File: config.mk
export PLATFORM = sky130hd
export DESIGN_NAME = apms_top
export DESIGN_NICKNAME = d
export VERILOG_FILES = /design/src/rtl/apms_pkg.sv /design/src/rtl/apms_chan.sv /design/src/rtl/apms_timer.sv /design/src/rtl/apms_top.sv
export SDC_FILE = /design/constraint.sdc
export NUM_CORES = 1
export LEC_CHECK = 0
export ABC_CLOCK_PERIOD_IN_PS = 8500
export BUFFER_PORTS_ARGS = -buffer_cell sky130_fd_sc_hd__buf_4
export CAP_MARGIN = 20
export CORE_ASPECT_RATIO = 1.5
export CORE_MARGIN = 2
export CORE_UTILIZATION = 35
export DETAILED_ROUTE_END_ITERATION = 7
export HOLD_SLACK_MARGIN = 0.1
export SLEW_MARGIN = 25
export SYNTH_ARGS = -nofsm -noshare
export SYNTH_HDL_FRONTEND = slang
export SYNTH_HIERARCHICAL = 1
export SYNTH_SLANG_ARGS = --single-unit
File: constraint.sdc
create_clock -name pclk -period 8.5 [get_ports pclk]
set_input_delay 0.85 -clock pclk [delete_from_list [all_inputs] [get_ports pclk]]
set_output_delay 0.85 -clock pclk [all_outputs]
set_load 0.02 [all_outputs]
File: src/rtl/apms_pkg.sv
// Constants, register map and carrier types of the amplifier protection and mute sequencer
package apms_pkg;
	localparam int CNT_W = 23;
	localparam int CLK_HZ = 20_000_000;
	localparam int CYC_PER_US = CLK_HZ / 1_000_000;
	localparam int CYC_PER_MS = CLK_HZ / 1_000;

	// Times in their own units
	localparam int RETRY_MS = 16;
	localparam int SAFE_OPERATING_AREA_GUARD_QUAL_US = 300;
	localparam int SPK_QUAL_US = 80;
	localparam int SOFT_MUTE_MS = 20;
	localparam int FAST_MUTE_US = 100;
	localparam int RAMP_MS = 50;
	localparam int RAMP_SLOW_MS = 150;

	// Derived cycle counts
	localparam logic [CNT_W-1:0] RETRY_CYC_DEF = CNT_W'(RETRY_MS * CYC_PER_MS);
	localparam logic [CNT_W-1:0] SAFE_OPERATING_AREA_GUARD_QUAL_CYC_DEF = CNT_W'(SAFE_OPERATING_AREA_GUARD_QUAL_US * CYC_PER_US);
	localparam logic [CNT_W-1:0] SPK_QUAL_CYC = CNT_W'(SPK_QUAL_US * CYC_PER_US);
	localparam logic [CNT_W-1:0] SOFT_CYC_DEF = CNT_W'(SOFT_MUTE_MS * CYC_PER_MS);
	localparam logic [CNT_W-1:0] FAST_CYC = CNT_W'(FAST_MUTE_US * CYC_PER_US);
	localparam logic [CNT_W-1:0] RAMP_CYC_DEF = CNT_W'(RAMP_MS * CYC_PER_MS);
	localparam logic [CNT_W-1:0] RAMP_SLOW_CYC_DEF = CNT_W'(RAMP_SLOW_MS * CYC_PER_MS);

	// Register byte offsets
	localparam logic [7:0] INSTR1_OFS = 8'h00;
	localparam logic [7:0] INSTR2_OFS = 8'h04;
	localparam logic [7:0] INSTR3_OFS = 8'h08;
	localparam logic [7:0] STATUS_OFS = 8'h0c;
	localparam logic [7:0] CHSTAT_OFS = 8'h10;

	// Field positions
	localparam int START_BIT = 0;
	localparam int MUTE_LSB = 0;
	localparam int FAST_BIT = 2;
	localparam int LOWPOP_BIT = 3;
	localparam int LOADREP_BIT = 4;
	localparam int TEMPREP_BIT = 5;
	localparam int CLIPLVL_LSB = 6;
	localparam int TOSTB_LSB = 0;
	localparam int CLIPEN_LSB = 4;
	localparam int CHDIS_LSB = 8;
	localparam int POR_BIT = 7;

	// Reset values
	localparam logic [7:0] INSTR1_RST = 8'h00;
	localparam logic [7:0] INSTR2_RST = 8'h00;
	localparam logic [11:0] INSTR3_RST = 12'h0f0;

	// Clip level selection
	localparam logic [1:0] CLIP_2PCT = 2'h0;
	localparam logic [1:0] CLIP_5PCT = 2'h1;
	localparam logic [1:0] CLIP_10PCT = 2'h2;

	// Comparator outputs of one channel
	typedef struct packed {
		logic [2:0] clip_lvl;
		logic short_gnd;
		logic short_vp;
		logic short_load;
		logic safe_operating_area_guard_lo;
		logic safe_operating_area_guard_hi;
		logic spk_miss;
	} apms_sense_t;

	// Readable state of one channel
	typedef struct packed {
		logic dis;
		logic off;
		logic spk_fault;
		logic safe_operating_area_guard_trip;
		logic short_load;
		logic short_vp;
		logic short_gnd;
		logic clip;
	} apms_stat_t;
endpackage : apms_pkg

File: src/rtl/apms_chan.sv
// Per-channel short, safe-operating-area and speaker protection with timed retry
`timescale 1ns/1ps
module apms_chan import apms_pkg::*; #(
	parameter logic [CNT_W-1:0] RETRY_CYC = RETRY_CYC_DEF,
	parameter logic [CNT_W-1:0] SAFE_OPERATING_AREA_GUARD_QUAL_CYC = SAFE_OPERATING_AREA_GUARD_QUAL_CYC_DEF
) (
	input wire logic pclk,
	input wire logic presetn,
	input wire apms_sense_t sense,
	input wire logic [1:0] clip_sel,
	input wire logic run,
	input wire logic perm_off,
	output apms_stat_t stat
);
	logic [CNT_W-1:0] safe_operating_area_guard_cnt_reg;
	logic [CNT_W-1:0] spk_cnt_reg;
	logic [CNT_W-1:0] retry_cnt_reg;
	logic safe_operating_area_guard_q;
	logic spk_q;
	logic shorted;
	logic trip;
	logic clip_now;

	assign safe_operating_area_guard_q = sense.safe_operating_area_guard_lo && safe_operating_area_guard_cnt_reg == SAFE_OPERATING_AREA_GUARD_QUAL_CYC - CNT_W'(1);
	assign spk_q = sense.spk_miss && spk_cnt_reg == SPK_QUAL_CYC - CNT_W'(1);
	assign shorted = sense.short_gnd | sense.short_vp | sense.short_load;
	assign trip = run && !stat.off && !perm_off && (shorted || sense.safe_operating_area_guard_hi || safe_operating_area_guard_q || spk_q);
	assign clip_now = clip_sel == CLIP_10PCT ? sense.clip_lvl[2] :
		clip_sel == CLIP_5PCT ? sense.clip_lvl[1] : sense.clip_lvl[0];

	// Qualification counters only run while the sequencer runs and the channel is not tripped off, even when its disable bit holds it off
	always_ff @(posedge pclk or negedge presetn) begin
		if (!presetn) begin
			safe_operating_area_guard_cnt_reg <= '0;
			spk_cnt_reg <= '0;
		end else begin
			safe_operating_area_guard_cnt_reg <= (run && !stat.off && sense.safe_operating_area_guard_lo && !safe_operating_area_guard_q) ?
				safe_operating_area_guard_cnt_reg + CNT_W'(1) : '0;
			spk_cnt_reg <= (run && !stat.off && sense.spk_miss && !spk_q) ?
				spk_cnt_reg + CNT_W'(1) : '0;
		end
	end

	always_ff @(posedge pclk or negedge presetn) begin
		if (!presetn) begin
			stat <= '0;
			retry_cnt_reg <= '0;
		end else begin
			stat.clip <= run && !stat.off && clip_now;
			stat.dis <= perm_off;
			if (!run) begin
				stat.off <= 1'b0;
				{stat.spk_fault, stat.safe_operating_area_guard_trip} <= 2'b00;
				{stat.short_load, stat.short_vp, stat.short_gnd} <= 3'b000;
				retry_cnt_reg <= '0;
			end else if (trip) begin
				stat.off <= 1'b1;
				stat.short_gnd <= sense.short_gnd;
				stat.short_vp <= sense.short_vp;
				stat.short_load <= sense.short_load;
				stat.safe_operating_area_guard_trip <= sense.safe_operating_area_guard_hi | safe_operating_area_guard_q;
				stat.spk_fault <= spk_q;
				retry_cnt_reg <= RETRY_CYC - CNT_W'(1);
			end else if (stat.off && retry_cnt_reg != '0) begin
				retry_cnt_reg <= retry_cnt_reg - CNT_W'(1);
			end else if (stat.off && !perm_off) begin
				// Back on; flags stand a cycle longer so a lasting short or high guard fault keeps the pin low
				stat.off <= 1'b0;
			end else if (!stat.off) begin
				{stat.spk_fault, stat.safe_operating_area_guard_trip} <= 2'b00;
				{stat.short_load, stat.short_vp, stat.short_gnd} <= 3'b000;
			end
		end
	end
endmodule : apms_chan

File: src/rtl/apms_timer.sv
// One-shot down counter used for mute and start-up ramps
`timescale 1ns/1ps
module apms_timer import apms_pkg::*; (
	input wire logic pclk,
	input wire logic presetn,
	input wire logic start,
	input wire logic [CNT_W-1:0] len,
	output logic busy,
	output logic done
);
	logic [CNT_W-1:0] cnt_reg;

	always_ff @(posedge pclk or negedge presetn) begin
		if (!presetn) begin
			cnt_reg <= '0;
			busy <= 1'b0;
			done <= 1'b0;
		end else if (start) begin
			// A restart drops the old run, so the newest request sets the pace
			cnt_reg <= len - CNT_W'(1);
			busy <= 1'b1;
			done <= 1'b0;
		end else if (busy && cnt_reg == '0) begin
			busy <= 1'b0;
			done <= 1'b1;
		end else begin
			cnt_reg <= busy ? cnt_reg - CNT_W'(1) : cnt_reg;
			done <= 1'b0;
		end
	end
endmodule : apms_timer

File: src/rtl/apms_top.sv
// Amplifier mode, standby, start-up, mute and protection sequencer with APB registers
`timescale 1ns/1ps
module apms_top import apms_pkg::*; #(
	parameter logic [CNT_W-1:0] RETRY_CYC = RETRY_CYC_DEF,
	parameter logic [CNT_W-1:0] SAFE_OPERATING_AREA_GUARD_QUAL_CYC = SAFE_OPERATING_AREA_GUARD_QUAL_CYC_DEF,
	parameter logic [CNT_W-1:0] SOFT_CYC = SOFT_CYC_DEF,
	parameter logic [CNT_W-1:0] RAMP_CYC = RAMP_CYC_DEF,
	parameter logic [CNT_W-1:0] RAMP_SLOW_CYC = RAMP_SLOW_CYC_DEF
) (
	input wire logic pclk,
	input wire logic presetn,
	input wire logic psel,
	input wire logic penable,
	input wire logic pwrite,
	input wire logic [7:0] paddr,
	input wire logic [31:0] pwdata,
	output logic [31:0] prdata,
	output logic pready,
	output logic pslverr,
	input wire logic address_select_input,
	input wire logic standby_control_input,
	input wire logic standby_mute_level_input,
	input wire logic supply_reset_input,
	input wire logic low_battery_input,
	input wire logic high_battery_input,
	input wire logic temp_warning_input,
	input wire apms_sense_t [3:0] sense,
	output logic diagnostic_output,
	output logic diagnostic_output_oe,
	output logic standby_clip_output,
	output logic standby_clip_output_oe,
	output logic amp_on,
	output logic [3:0] channel_enable,
	output logic [1:0] pair_muted,
	output logic [1:0] pair_ramping,
	output logic fast_mute,
	output logic slow_ramp
);
	typedef enum logic [2:0] {ST_OFF, ST_POR_WAIT, ST_RAMP, ST_RUN, ST_SHUT} apms_state_t;

	apms_state_t state_reg;
	logic [7:0] instr1_reg;
	logic [7:0] instr2_reg;
	logic [11:0] instr3_reg;
	logic por_flag_reg;
	logic stb_prev_reg;
	logic [1:0] mute_target_reg;
	apms_stat_t [3:0] ch_stat;

	logic legacy;
	logic wr_en;
	logic setup;
	logic start_pulse;
	logic stb_rise;
	logic stb_active;
	logic go_ramp;
	logic go_shut;
	logic run;
	logic seq_done;
	logic [CNT_W-1:0] seq_len;
	logic [1:0] mute_req;
	logic [1:0] pair_start;
	logic [1:0] pair_done;
	logic [1:0] pair_busy;
	logic fast_req;
	logic [1:0] clip_sel;
	logic [3:0] to_stb;
	logic [3:0] clip_en;
	logic [3:0] clip_v;
	logic load_fault;
	logic temp_rep;
	logic load_rep;
	logic diagnostic_output_low;
	logic stb_clip_low;
	logic [31:0] rdata_next;
	logic addr_ok;

	// Legacy mode ignores every latch and runs on fixed settings
	assign legacy = address_select_input;
	assign setup = psel && !penable;
	assign wr_en = psel && penable && pready && pwrite;
	assign start_pulse = !legacy && wr_en && paddr == INSTR1_OFS && pwdata[START_BIT];
	assign stb_active = legacy ? (standby_control_input | standby_mute_level_input) :
		standby_control_input;
	assign stb_rise = !legacy && standby_control_input && !stb_prev_reg;

	assign go_ramp = !supply_reset_input && ((state_reg == ST_OFF && legacy && stb_active) ||
		(state_reg == ST_POR_WAIT && start_pulse && stb_active));
	assign go_shut = !supply_reset_input && !stb_active &&
		(state_reg == ST_RAMP || state_reg == ST_RUN);
	assign run = state_reg == ST_RAMP || state_reg == ST_RUN || state_reg == ST_SHUT;
	assign seq_len = go_shut ? FAST_CYC :
		(!legacy && !instr2_reg[LOWPOP_BIT]) ? RAMP_SLOW_CYC : RAMP_CYC;

	// Sequencer
	always_ff @(posedge pclk or negedge presetn) begin
		if (!presetn) begin
			state_reg <= ST_OFF;
		end else if (supply_reset_input) begin
			state_reg <= ST_OFF;
		end else begin
			unique case (state_reg)
				ST_OFF: begin
					// Standby high in bus mode waits for a start write, after a supply drop too
					if (!legacy && stb_active) begin
						state_reg <= ST_POR_WAIT;
					end else if (go_ramp) begin
						state_reg <= ST_RAMP;
					end
				end
				ST_POR_WAIT: begin
					if (!stb_active) begin
						state_reg <= ST_OFF;
					end else if (go_ramp) begin
						state_reg <= ST_RAMP;
					end
				end
				ST_RAMP: begin
					if (go_shut) begin
						state_reg <= ST_SHUT;
					end else if (seq_done) begin
						state_reg <= ST_RUN;
					end
				end
				ST_RUN: begin
					if (go_shut) begin
						state_reg <= ST_SHUT;
					end
				end
				ST_SHUT: begin
					if (seq_done) begin
						state_reg <= ST_OFF;
					end
				end
			endcase
		end
	end

	apms_timer u_seq_timer (
		.pclk(pclk),
		.presetn(presetn),
		.start(go_ramp || go_shut),
		.len(seq_len),
		.busy(),
		.done(seq_done)
	);

	always_ff @(posedge pclk or negedge presetn) begin
		if (!presetn) begin
			stb_prev_reg <= 1'b0;
		end else begin
			stb_prev_reg <= standby_control_input;
		end
	end

	// Mute request per pair: bit 0 front, bit 1 rear
	assign fast_req = state_reg == ST_SHUT || (!legacy && instr2_reg[FAST_BIT]);
	always_comb begin
		for (int p = 0; p < 2; p++) begin
			if (state_reg != ST_RUN) begin
				mute_req[p] = 1'b1;
			end else if (legacy) begin
				mute_req[p] = !standby_control_input;
			end else begin
				mute_req[p] = fast_req | instr2_reg[MUTE_LSB + p];
			end
			pair_start[p] = (mute_req[p] | fast_req) != mute_target_reg[p];
		end
	end

	always_ff @(posedge pclk or negedge presetn) begin
		if (!presetn) begin
			mute_target_reg <= 2'h3;
		end else begin
			mute_target_reg <= mute_req | {2{fast_req}};
		end
	end

	// Fast mute uses the short ramp; every release and soft mute the long one
	for (genvar p = 0; p < 2; p++) begin : g_pair
		apms_timer u_pair_timer (
			.pclk(pclk),
			.presetn(presetn),
			.start(pair_start[p]),
			.len((fast_req && !mute_target_reg[p]) ? FAST_CYC : SOFT_CYC),
			.busy(pair_busy[p]),
			.done(pair_done[p])
		);
	end

	always_ff @(posedge pclk or negedge presetn) begin
		if (!presetn) begin
			pair_muted <= 2'h3;
			pair_ramping <= 2'h0;
			fast_mute <= 1'b0;
		end else begin
			for (int p = 0; p < 2; p++) begin
				if (pair_done[p]) begin
					pair_muted[p] <= mute_target_reg[p];
				end
			end
			pair_ramping <= pair_busy;
			fast_mute <= fast_req;
		end
	end

	// Control latches; a supply drop in bus mode returns them all to their reset values
	always_ff @(posedge pclk or negedge presetn) begin
		if (!presetn) begin
			instr1_reg <= INSTR1_RST;
			instr2_reg <= INSTR2_RST;
			instr3_reg <= INSTR3_RST;
		end else if (!legacy && (supply_reset_input || stb_rise)) begin
			instr1_reg <= INSTR1_RST;
			instr2_reg <= INSTR2_RST;
			instr3_reg <= INSTR3_RST;
		end else if (wr_en && !legacy) begin
			if (paddr == INSTR1_OFS) begin
				instr1_reg <= pwdata[7:0];
			end
			if (paddr == INSTR2_OFS) begin
				instr2_reg <= pwdata[7:0];
			end
			if (paddr == INSTR3_OFS) begin
				instr3_reg <= pwdata[11:0];
			end
		end
	end

	// Setting wins over the clearing start write in the same cycle
	always_ff @(posedge pclk or negedge presetn) begin
		if (!presetn) begin
			por_flag_reg <= 1'b1;
		end else if (!legacy && (supply_reset_input || stb_rise)) begin
			por_flag_reg <= 1'b1;
		end else if (start_pulse || legacy) begin
			por_flag_reg <= 1'b0;
		end
	end

	// Channels
	assign clip_sel = legacy ? CLIP_2PCT : instr2_reg[CLIPLVL_LSB +: 2];
	for (genvar c = 0; c < 4; c++) begin : g_chan
		apms_chan #(
			.RETRY_CYC(RETRY_CYC),
			.SAFE_OPERATING_AREA_GUARD_QUAL_CYC(SAFE_OPERATING_AREA_GUARD_QUAL_CYC)
		) u_chan (
			.pclk(pclk),
			.presetn(presetn),
			.sense(sense[c]),
			.clip_sel(clip_sel),
			.run(run),
			.perm_off(!legacy && instr3_reg[CHDIS_LSB + c]),
			.stat(ch_stat[c])
		);
		assign clip_v[c] = ch_stat[c].clip;
	end

	always_ff @(posedge pclk or negedge presetn) begin
		if (!presetn) begin
			amp_on <= 1'b0;
			channel_enable <= 4'h0;
			slow_ramp <= 1'b0;
		end else begin
			amp_on <= run;
			slow_ramp <= state_reg == ST_RAMP && !legacy && !instr2_reg[LOWPOP_BIT];
			for (int c = 0; c < 4; c++) begin
				channel_enable[c] <= run && !ch_stat[c].off && !ch_stat[c].dis;
			end
		end
	end

	// Diagnostic and standby pin pull-downs
	assign to_stb = legacy ? 4'h0 : instr3_reg[TOSTB_LSB +: 4];
	assign clip_en = legacy ? 4'hf : instr3_reg[CLIPEN_LSB +: 4];
	always_comb begin
		load_fault = 1'b0;
		for (int c = 0; c < 4; c++) begin
			load_fault = load_fault | ch_stat[c].short_gnd | ch_stat[c].short_vp |
				ch_stat[c].short_load | ch_stat[c].safe_operating_area_guard_trip | ch_stat[c].spk_fault;
		end
	end
	assign load_rep = legacy || !instr2_reg[LOADREP_BIT];
	assign temp_rep = legacy || !instr2_reg[TEMPREP_BIT];
	assign diagnostic_output_low = (por_flag_reg && !legacy) || low_battery_input || high_battery_input ||
		(temp_warning_input && temp_rep) || (load_fault && load_rep) ||
		|(clip_v & clip_en & ~to_stb);
	assign stb_clip_low = |(clip_v & clip_en & to_stb);

	always_ff @(posedge pclk or negedge presetn) begin
		if (!presetn) begin
			diagnostic_output <= 1'b0;
			diagnostic_output_oe <= 1'b0;
			standby_clip_output <= 1'b0;
			standby_clip_output_oe <= 1'b0;
		end else begin
			diagnostic_output <= 1'b0;
			diagnostic_output_oe <= diagnostic_output_low;
			standby_clip_output <= 1'b0;
			standby_clip_output_oe <= stb_clip_low && !legacy;
		end
	end

	// APB read mux; status stays readable whatever the pin reporting does
	always_comb begin
		rdata_next = 32'h0000_0000;
		addr_ok = 1'b1;
		unique case (paddr)
			INSTR1_OFS: rdata_next[7:0] = instr1_reg;
			INSTR2_OFS: rdata_next[7:0] = instr2_reg;
			INSTR3_OFS: rdata_next[11:0] = instr3_reg;
			STATUS_OFS: begin
				rdata_next[POR_BIT] = por_flag_reg;
				rdata_next[0] = temp_warning_input;
				rdata_next[1] = low_battery_input;
				rdata_next[2] = high_battery_input;
				rdata_next[3] = legacy;
				rdata_next[6:4] = state_reg;
			end
			CHSTAT_OFS, CHSTAT_OFS + 8'h04, CHSTAT_OFS + 8'h08, CHSTAT_OFS + 8'h0c: begin
				rdata_next[7:0] = ch_stat[paddr[3:2]];
			end
			default: addr_ok = 1'b0;
		endcase
	end

	// No wait state: setup latches the answer, the first access cycle completes
	always_ff @(posedge pclk or negedge presetn) begin
		if (!presetn) begin
			prdata <= 32'h0000_0000;
			pready <= 1'b0;
			pslverr <= 1'b0;
		end else begin
			pready <= setup;
			pslverr <= setup && !addr_ok;
			if (setup) begin
				prdata <= pwrite ? 32'h0000_0000 : rdata_next;
			end
		end
	end
endmodule : apms_top
==> results of run 1 <==
-- Yosys cell counts (12+ instances only) --
library cell,count
and3_1,26
inv_1,89
nor2_1,390
o21ai_0,86
mux2_2,12
buf_2,18
clkbuf_1,75
nor4b_1,20
dfrtp_1,436
or3_1,32
nor3_1,129
nand2b_1,24
or2_2,14
xor2_1,87
nand4_1,67
nor3b_1,32
nand4b_1,12
a22oi_1,41
or4_1,19
nand2_1,128
o22ai_1,22
nor2b_1,38
a21o_1,15
o21ai_1,57
a211oi_1,31
a21oi_1,107
or4_4,12
buf_4,22
and2_1,13
xnor2_1,210
ha_1,15
nor4_1,94
mux2i_1,36
nand3_1,127
-- cell type report --
| class | count | area, um2 | share of cell area |
|---|---|---|---|
| Tap cell | 992 | 1240 | 0.0420 |
| Inverter | 93 | 349 | 0.0118 |
| Clock buffer | 63 | 1310 | 0.0442 |
| Clock inverter | 18 | 198 | 0.00669 |
| Multi-Input combinational cell | 2279 | 14400 | 0.487 |
| Timing Repair Buffer | 110 | 898 | 0.0304 |
| Sequential cell | 445 | 11100 | 0.377 |
| Antenna cell | 1 | 2.50 | 0.0000847 |
-- through the flow --
stage	total power, mW	hold WS, ps
after floorplan	3.29	406
after global placement	3.59	436
after detailed placement	3.60	451
after CTS	5.72	360
after global routing	5.96	390
final	5.65	287
-- worst paths after layout --
check,start,endpoint,slack [ps]
min in group pclk,standby_control_input,stb_prev_reg,440
hold / removal,presetn,g_pair[0].u_pair_timer/cnt_reg[13],290
setup / recovery,paddr[4],u_seq_timer/cnt_reg[21],3240
setup reg to reg,state_reg[1],g_pair[1].u_pair_timer/cnt_reg[22],3710
hold reg to reg,flop,flop,460
max in group asynchronous,presetn,g_chan[3].u_chan/spk_cnt_reg[14],6630
-- routing by layer --
metal,GRT usage,up-vias
li1,-,10200
met2,0.293,378
met5,0,-
met3,0.0280,105
met4,0.0563,0
met1,0.221,10200
-- cell families after synthesis --
family	share of synthesized area
XOR/XNOR	0.101
adder cells (fa/ha/maj)	0.00725
AND/OR/NAND/NOR	0.268
AO/OA/AOI/OAI	0.123
other	0.000290
multiplexers	0.0296
buffers and inverters	0.0399
flip-flops	0.431
-- placed cells by master (no fill, tap or decap), types with 38 or more instances in the layout --
cell type	count
nand2_1	128
xor2_1	85
inv_1	88
xnor2_1	210
buf_4	105
clkbuf_16	47
nand3_1	127
o21ai_1	56
nor2b_1	38
nor3_1	129
nand4_1	67
nor4_1	93
a22oi_1	41
o21ai_0	86
a21oi_1	106
conb_1	158
dfrtp_1	436
nor2_1	390
-- worst register-to-register path, cell delays in order, from the launching register on --
cell and delay [ps]:
dfrtp_1 710, nor2b_1 530, nand3_1 320, xor2_4 190, buf_4 660, mux2i_1 360
ha_1 320, o221ai_2 260, nor4_2 490, nand3_1 220, mux2_1 350, a221o_1 260
-- power by group --
part           switching, mW  total (mW)  internal [mW]
sequential             0.254        2.55           2.29
clock                  0.882        2.08           1.19
combinational          0.614        1.02          0.410
==> results by group, run 1 <==
Drt
  – Number of routed nets with antenna violations: 0
  – Drt first pass iters: 5
  – Met1 Wirelength: 28.9 mm
  – Via Count: 20.9k
  – Vias per std cell: approximately 5.2
  – Initial DRC Count: 1421
  – Met3 wire len: 3.16 mm
  – WL per Instance: 16.4 um
  – Met2 wire len: around 31 mm
  – Residual DRC count: 0
  – Top Layer Used: met4
  – Final WL: 65.4 mm

Logic synthesis
  – Top FF cell, synth: dfrtp_1
  – Synth cell types: between 90 and 100
  – Mapped Cells: 2795
  – Top-area cell type share of the netlist area: 0.422
  – Number of synthesis warnings: 6
  – Synth top area cells: dfrtp_1 42%, xnor2_1 7.1%, nor2_1 5.7%
  – Seq cells post-synth: 445
  – Ys async rst share: 1.00
  – Sequential area share after synthesis: 0.431
  – EDFF count, synth: 0
  – Yosys top cell by area: dfrtp_1
  – Avg Synthesized Cell Area: 9.26 um2
  – Synth Cell Area: 25900 um2

Finish
  – Final Cell Area: 29500 um2
  – Final Non-Filler Cells: 4001
  – Synthesis-to-finish area growth: 14.1%
  – Fin nets: 3079
  – Layout cells sized above 1: 0.107
  – Fill cell count: 7323
  – Fin util: 0.402

Clock tree
  – TritonCTS clock tree: built
  – Max Root-Sink Buffers: 3
  – Clock Pin Slew Worst Setup and Hold Paths: about 60 ps
  – Root Buffer Master: clkbuf_16
  – Htree depth: 2
  – Clk_lat worst skew: 600 ps
  – Total clock sinks: approximately 450
  – CTS buffer count: 47
  – Cts hold-fix bufs: 0
  – Post-CTS Resized: 0
  – Post-CTS Setup Inserts: 0

Worst setup path
  – Critical-path top delay cell: o41ai_4
  – Crit. End Element: flop
  – Crit Path Class: in2reg
  – CP arrival: 5710 ps
  – Worst path top cell family by delay: simple AND/OR/NAND/NOR gates
  – R2R depth: 11
  – Worst path most repeated cell: buf_4
  – Crit path depth: 12
  – Critical path buffer and inverter count: 2
  – CP Cell Sequence: buf_4, or3_4, nor3_4, nand3_1, o41ai_4, buf_4, nor3b_1, o221ai_1, or4_1, nor2_1, mux2i_1, o211ai_1
  – Crit path max fanout: 53
  – Critical path's largest stage delay: about 840 ps
  – Setup crit start kind: primary input
  – Worst Path Required: ~9000 ps

Job
  – Max-Cap Viols: 0

Power
  – VDD IR max: 0.119 mV
  – Leakage: 11.3 nW
  – PwrDens: 191 nW/um2

STA
  – Final Worst Setup Slack: roughly 3200 ps
  – Final Skew: approximately 22 ps
  – Final TNS setup: 0 ps
  – FMAX: between 150 and 200 MHz
  – Crit path time final: ~5300 ps
  – Worst Max-Slew Pin Slew: slightly above 1000 ps
  – Fin. max-slew vios: 0
  – RSZ-0062 raised after global routing: no
  – Relative slew slack: 0.313
  – Period utilization: 0.618
  – Final hold vios: 0
  – Count of final setup violators: 0

Hold path
  – Worst min-delay path category: in2async

Global route
  – Total GRT Usage: 0.172
  – GRT overflow: 0
  – Vias in the first global route: approximately 20k
  – Largest net degree at the start of global routing: 174
  – Initial antenna violation count: 1
  – Global-route wire length before repair: 107 mm

Place
  – Port bufs: 94
  – Detailed placement HPWL: 44.9 mm
  – Pre-CTS WS: ~2700 ps
  – Routability congestion estimate: about 0.85
  – Placed Area: between 20000 and 30000 um2
  – Inst Count DP: 3917

Die
  – Initial Util: 0.352
  – I/O pins: 137
  – Die X-Extent: between 200 and 250 um
  – Area of the die: 76200 um2
  – Chip Height: 337 um
  – Core Rows: 122
  – Core Footprint: between 70000 and 80000 um2

Status
  – Status: finished clean
No activity file was read; power rests on OpenSTA's default activity.
==> run 2, diff against run 1 <==
--- a/config.mk
+++ b/config.mk
@@ -5,7 +5,7 @@
 export SDC_FILE = /design/constraint.sdc
 export NUM_CORES = 1
 export LEC_CHECK = 0
-export ABC_CLOCK_PERIOD_IN_PS = 8500
+export ABC_CLOCK_PERIOD_IN_PS = 5400
 export BUFFER_PORTS_ARGS = -buffer_cell sky130_fd_sc_hd__buf_4
 export CAP_MARGIN = 20
 export CORE_ASPECT_RATIO = 1.5
==> constraint.sdc (replaced) <==
create_clock -name pclk -period 5.4 [get_ports pclk]
set_input_delay 0.54 -clock pclk [delete_from_list [all_inputs] [get_ports pclk]]
set_output_delay 0.54 -clock pclk [all_outputs]
set_load 0.02 [all_outputs]
==> results by group, run 2 (synthesized netlist as in run 1, its figures left out) <==
Die
  – Core Footprint: 73400 um2
  – Area of the die: approximately 76000 um2
  – Initial Util: 0.352
  – I/O pins: 137
  – Chip Height: roughly 340 um
  – Die X-Extent: roughly 230 um
  – Core Rows: 122

Drt
  – Final WL: 65.8 mm
  – Initial DRC Count: 1359
  – Drt first pass iters: 7
  – WL per Instance: 16.4 um
  – Residual DRC count: 0
  – Number of routed nets with antenna violations: 0
  – Vias per std cell: 5.21
  – Via Count: 20.9k

STA
  – Count of final setup violators: 0
  – Crit path time final: around 4400 ps
  – Final Skew: 16.5 ps
  – FMAX: 225 MHz
  – Period utilization: 0.823
  – Relative slew slack: 0.293
  – Min Hold Slack: 147 ps
  – Final TNS setup: 0 ps
  – Worst Max-Slew Pin Slew: between 1000 and 1500 ps
  – RSZ-0062 raised after global routing: no
  – Fin. max-slew vios: 0
  – Final Worst Setup Slack: roughly 960 ps
  – Final hold vios: 0

Global route
  – Global-route wire length before repair: 108 mm
  – Vias in the first global route: between 20k and 25k
  – GRT met2 Usage: 0.298
  – Largest net degree at the start of global routing: 113
  – Global-route track usage on met3: 0.0317
  – Total GRT Usage: 0.173
  – Initial antenna violation count: 0
  – Met1 Usage GRT: 0.218
  – Busiest grt layer: met2
  – GRT overflow: 0

Clock tree
  – Total clock sinks: 445
  – Max Root-Sink Buffers: 3
  – TritonCTS clock tree: built
  – Post-CTS Setup Inserts: 0
  – Clock Pin Slew Worst Setup and Hold Paths: 60 ps
  – CTS buffer count: 48
  – Htree depth: 2
  – Clk_lat worst skew: around 600 ps
  – Root Buffer Master: clkbuf_16

Hold path
  – Hold Path Depth: 2
  – Worst min-delay path category: in2reg

Job
  – Max-Cap Viols: 0

Worst setup path
  – R2R depth: 12
  – Crit Path Class: in2reg
  – Setup crit start kind: primary input
  – CP arrival: a little under 5000 ps
  – Crit path max fanout: between 50 and 60
  – Worst Path Required: 5910 ps
  – Crit. End Element: flop

Finish
  – Commonest non-fill, non-tap cell in the layout: dfrtp_1
  – Final Non-Filler Cells: approximately 4.0k
  – Fin nets: just over 3k
  – Most frequent cells in the layout: 436 x dfrtp_1, 390 x nor2_1, 210 x xnor2_1
  – Final Cell Area: 29700 um2
  – Layout cells sized above 1: 0.111
  – Synthesis-to-finish area growth: 14.9%
  – Ant. Diodes: 0

Power
  – Int Pwr: between 6 and 7 mW
  – Combinational fraction of design power: 0.178
  – Clock share of power: 0.379
  – Psw: approximately 2.8 mW
  – Share of power burned in registers: 0.443
  – VDD IR max: 0.208 mV
  – Leakage: 11.4 nW
  – Switching Share: 0.309
  – PwrDens: between 300 and 400 nW/um2

Place
  – Placed Area: 28100 um2
  – Routability congestion estimate: 0.839
  – Detailed placement HPWL: around 46 mm
  – Pre-CTS WS: 755 ps
  – Port bufs: 94
  – Inst Count DP: 3927

Status
  – Status: finished clean
[run 2: timing repair]
action,in CTS,in global routing
resized for setup,0,0
endpoints found under the hold margin,62,0
hold buffers,2,0
[run 2: metrics by stage]
step / utilization / total power, mW
2_1_floorplan: - / 5.18
3_3_place_gp: 0.382 / 5.66
3_5_place_dp: 0.382 / 5.69
4_1_cts: 0.405 / 9.20
5_1_grt: 0.405 / 9.58
6_report: 0.405 / 9.08
[run 2: worst paths after layout]
path / startpoint / to / slack (ps)
worst max-delay path: standby_control_input / u_seq_timer/cnt_reg[22] / 960
worst min-delay path: supply_reset_input / state_reg[1] / 150
worst max register to register: state_reg[1] / g_pair[1].u_pair_timer/cnt_reg[21] / 1170
worst min register to register: flop / flop / 450
max in group asynchronous: presetn / g_chan[0].u_chan/spk_cnt_reg[22] / 3660
min in group asynchronous: presetn / g_pair[0].u_pair_timer/cnt_reg[17] / 490
[run 2: power groups by stage]
stage | clock, mW | combinational [mW] | sequential, mW
finish | 3.44 | 1.61 | 4.02
global route | 3.70 | 1.82 | 4.07
CTS | 3.56 | 1.62 | 4.01
detailed placement | 0 | 1.62 | 4.07
global placement | 0 | 1.59 | 4.07
floorplan | 0 | 1.25 | 3.93
[run 2: worst max-delay path: stages]
cell,delay [ps]
dlygate4sd3_1,540
buf_4,170
a21oi_1,490
nand3_1,160
buf_4,220
inv_2,180
a41oi_1,100
o41ai_4,170
buf_12,330
nor3b_1,290
o221ai_1,420
a2111oi_4,720
nand2_2,100
or3_1,370
a22oi_2,140
[run 2: layer usage]
layer,vias to the layer above,part of all wire
met1,10100,0.44
li1,10300,-
met3,123,0.051
met5,-,0
met2,428,0.49
met4,0,0.029
[run 2: layout make-up]
class / count / area, um2
Timing Repair Buffer: 120 / 980
Sequential cell: 445 / 11100
Tap cell: 992 / 1240
Clock buffer: 71 / 1420
Multi-Input combinational cell: 2279 / 14400
Fill cell: 7269 / 43700
Inverter: 93 / 349
Clock inverter: 18 / 211
==> run 3, diff against run 2 <==
--- a/config.mk
+++ b/config.mk
@@ -5,7 +5,8 @@
 export SDC_FILE = /design/constraint.sdc
 export NUM_CORES = 1
 export LEC_CHECK = 0
-export ABC_CLOCK_PERIOD_IN_PS = 5400
+export ABC_AREA = 1
+export ABC_CLOCK_PERIOD_IN_PS = 4400
 export BUFFER_PORTS_ARGS = -buffer_cell sky130_fd_sc_hd__buf_4
 export CAP_MARGIN = 20
 export CORE_ASPECT_RATIO = 1.5
==> constraint.sdc (replaced) <==
create_clock -name pclk -period 4.4 [get_ports pclk]
set_input_delay 0.44 -clock pclk [delete_from_list [all_inputs] [get_ports pclk]]
set_output_delay 0.44 -clock pclk [all_outputs]
set_load 0.02 [all_outputs]
==> results by group, run 3 <==
Logic synthesis
  – Avg Synthesized Cell Area: 6.93 um2
  – Synth Cell Area: 27900 um2
  – Synth top area cells: dfrtp_1 39%, nand2_1 16%, nor2_1 9.1%
  – Mapped Cells: between 4k and 5k
  – Seq cells post-synth: between 400 and 500
  – Synth cell types: between 50 and 60
  – Multiplexer share of the synthesized area: 0.000806
  – Synth Area in XOR/XNOR: 0.0373
  – Top FF cell, synth: dfrtp_1
  – Top-area cell type share of the netlist area: 0.390
  – Number of synthesis warnings: 6
  – Largest family of logic cells by synthesized area: simple AND/OR/NAND/NOR gates
  – Yosys top cell by area: dfrtp_1
  – Sequential area share after synthesis: 0.399
  – Synth Area in Simple Gates: 0.398
  – EDFF count, synth: 0
  – Commonest cells post-synth: 1222 x nand2_1, 680 x nor2_1, 436 x dfrtp_1
  – Ys async rst share: 1.00
  – Complex-gate fraction of the synthesized area: 0.0693
  – Post-synthesis adder-cell area fraction: 0.00672
  – Most frequent cell after synthesis: nand2_1

Clock tree
  – Total clock sinks: 445
  – Max Root-Sink Buffers: 3
  – Htree depth: 2
  – Clock Pin Slew Worst Setup and Hold Paths: around 60 ps
  – CTS buffer count: 50
  – Clk_lat worst skew: 620 ps
  – TritonCTS clock tree: built
  – Root Buffer Master: clkbuf_16
  – Post-CTS Setup Inserts: 0

STA
  – Final Skew: 22.4 ps
  – Crit path time final: about 3600 ps
  – Final Worst Setup Slack: between 700 and 800 ps
  – Period utilization: 0.829
  – RSZ-0062 raised after global routing: no
  – Min Hold Slack: ~150 ps
  – FMAX: between 200 and 300 MHz
  – Count of final setup violators: 0
  – Worst Max-Slew Pin Slew: 960 ps
  – Fin. max-slew vios: 0
  – Final TNS setup: 0 ps
  – Relative slew slack: 0.357
  – Final hold vios: 0

Finish
  – Synthesis-to-finish area growth: 13.8%
  – Most frequent cells in the layout: 1221 x nand2_1, 680 x nor2_1, 436 x dfrtp_1
  – Fin nets: ~4.3k
  – Commonest non-fill, non-tap cell in the layout: nand2_1
  – Layout cells sized above 1: 0.101
  – Fin util: 0.403

Power
  – Int Pwr: slightly above 10 mW
  – Switching Share: 0.440
  – Psw: 7.98 mW
  – Share of power burned in registers: 0.303
  – Combinational fraction of design power: 0.445
  – PwrDens: 571 nW/um2
  – VDD IR max: 0.284 mV
  – Clock share of power: 0.252
  – Leakage: 15.3 nW
  – Total power draw: 18.1 mW

Hold path
  – Worst min-delay path category: in2reg
  – Hold Startpoint: sense[22]

Worst setup path
  – Crit. End Element: flop
  – Critical-path top delay cell: nor2_4
  – Crit path max fanout: 37
  – CP startpoint: state_reg[0]
  – Worst Path Required: 4880 ps
  – Crit Path Class: reg2reg
  – R2R Path Start: state_reg[0]
  – Worst path top cell family by delay: simple AND/OR/NAND/NOR gates
  – Critical path's largest stage delay: 660 ps
  – Worst path most repeated cell: inv_1
  – Critical path buffer and inverter count: 4
  – CP arrival: around 4100 ps
  – Setup crit start kind: flop
  – CP Cell Sequence: inv_1, nand3_1, inv_1, a21oi_2, o2111ai_1, xor2_2, buf_4, nor2_1, nor2_4, inv_1, nand2_1, o21ai_1

Place
  – Routability congestion estimate: 0.932
  – Detailed placement HPWL: 56.6 mm
  – Port bufs: 94
  – Pre-CTS WS: 702 ps

Global route
  – Largest net degree at the start of global routing: 110
  – Total GRT Usage: 0.184
  – Vias in the first global route: approximately 25k
  – Initial antenna violation count: 5
  – GRT overflow: 0
  – Global-route wire length before repair: between 100 and 150 mm

Drt
  – Initial DRC Count: 1751
  – WL per Instance: 14.4 um
  – Final WL: 75.9 mm
  – Via Count: 25.4k
  – Vias per std cell: 4.83
  – Drt first pass iters: 7
  – Number of routed nets with antenna violations: 0
  – Residual DRC count: 0

Die
  – Area of the die: between 80000 and 90000 um2
  – Initial Util: 0.355
  – Chip Height: roughly 350 um
  – Die X-Extent: 235 um
  – I/O pins: 137
  – Core Rows: approximately 130
  – Core Footprint: around 79000 um2

Job
  – Max-Cap Viols: 0

Status
  – Status: finished clean
[run 3: changes by cell type in the layout (fill, tap and decap cells not counted), sizes merged, moves of 81 or more]
cell   change
nand3    +105
xnor2    -170
nor4      -81
inv      +356
nor2     +359
nand2   +1154
[run 3: worst register-to-register path, cell delays in order (launching register included)]
cell and delay (ps):
dfrtp_1 470, inv_1 130, nand3_1 210, inv_1 80, a21oi_2 250, o2111ai_1 270
xor2_2 220, buf_4 390, nor2_1 160, nor2_4 660, inv_1 460, nand2_1 140
o21ai_1 70
[run 3: timing repair]
item,CTS,global route
hold buffers,28,0
resized for setup,0,0
hold endpoints to repair,126,0
[run 3: power groups by stage]
stage | Sequential (mW) | Combinational, mW | Clock, mW
2_1_floorplan | 5.37 | 6.44 | 0
3_3_place_gp | 5.56 | 8.01 | 0
3_5_place_dp | 5.56 | 8.03 | 0
4_1_cts | 5.50 | 8.10 | 4.72
5_1_grt | 5.61 | 9.29 | 4.86
6_report | 5.50 | 8.08 | 4.57
[run 3: metal layers]
| layer | vias to the layer above | routed length [um] | part of all wire | track usage |
|---|---|---|---|---|
| met5 | - | 57 | 0.00075 | 0 |
| met4 | 10 | 2740 | 0.036 | 0.0718 |
| met3 | 150 | 3120 | 0.041 | 0.0279 |
| met2 | 482 | 37500 | 0.49 | 0.329 |
| met1 | 11800 | 32500 | 0.43 | 0.222 |
| li1 | 13000 | - | - | - |
[run 3: kinds of logic after synthesis]
family / Yosys count
compound gates: 340
xor+xnor: 119
fa+ha+maj: 15
buf+inv: 560
flops: 445
mux: 2
other cells: 2
simple gates: 2551
[run 3: path summary, 6_finish.rpt]
path | endpoint | slack, ps | depth (start not counted)
worst max register to register | g_pair[0].u_pair_timer/cnt_reg[1] | 750 | 12
worst min register to register | pair_ramping[0] | 420 | 0
worst max-delay path | g_pair[0].u_pair_timer/cnt_reg[1] | 750 | 12
min in group asynchronous | g_chan[2].u_chan/spk_cnt_reg[2] | 510 | 2
worst min-delay path | g_chan[2].u_chan/stat[2] | 150 | 3
max in group asynchronous | pair_muted[1] | 2880 | 3
[run 3: area by class of cell]
class                   instances  area, um2
fillers                      8243      47000
multi-input cells            3110      14700
flip-flops and latches        445      11100
inverters                     448       1690
clock buffers                  72       1500
well taps                    1024       1280
repair buffers                144       1220
clock inverters                22        304
diodes                          1       2.50
[run 3: metrics by stage]
stage	std cells	area [um2]
4_1_cts	5265	31800
2_1_floorplan	4115	28300
3_5_place_dp	5143	29700
6_report	5266	31800
3_3_place_gp	5143	29700
5_1_grt	5265	31800
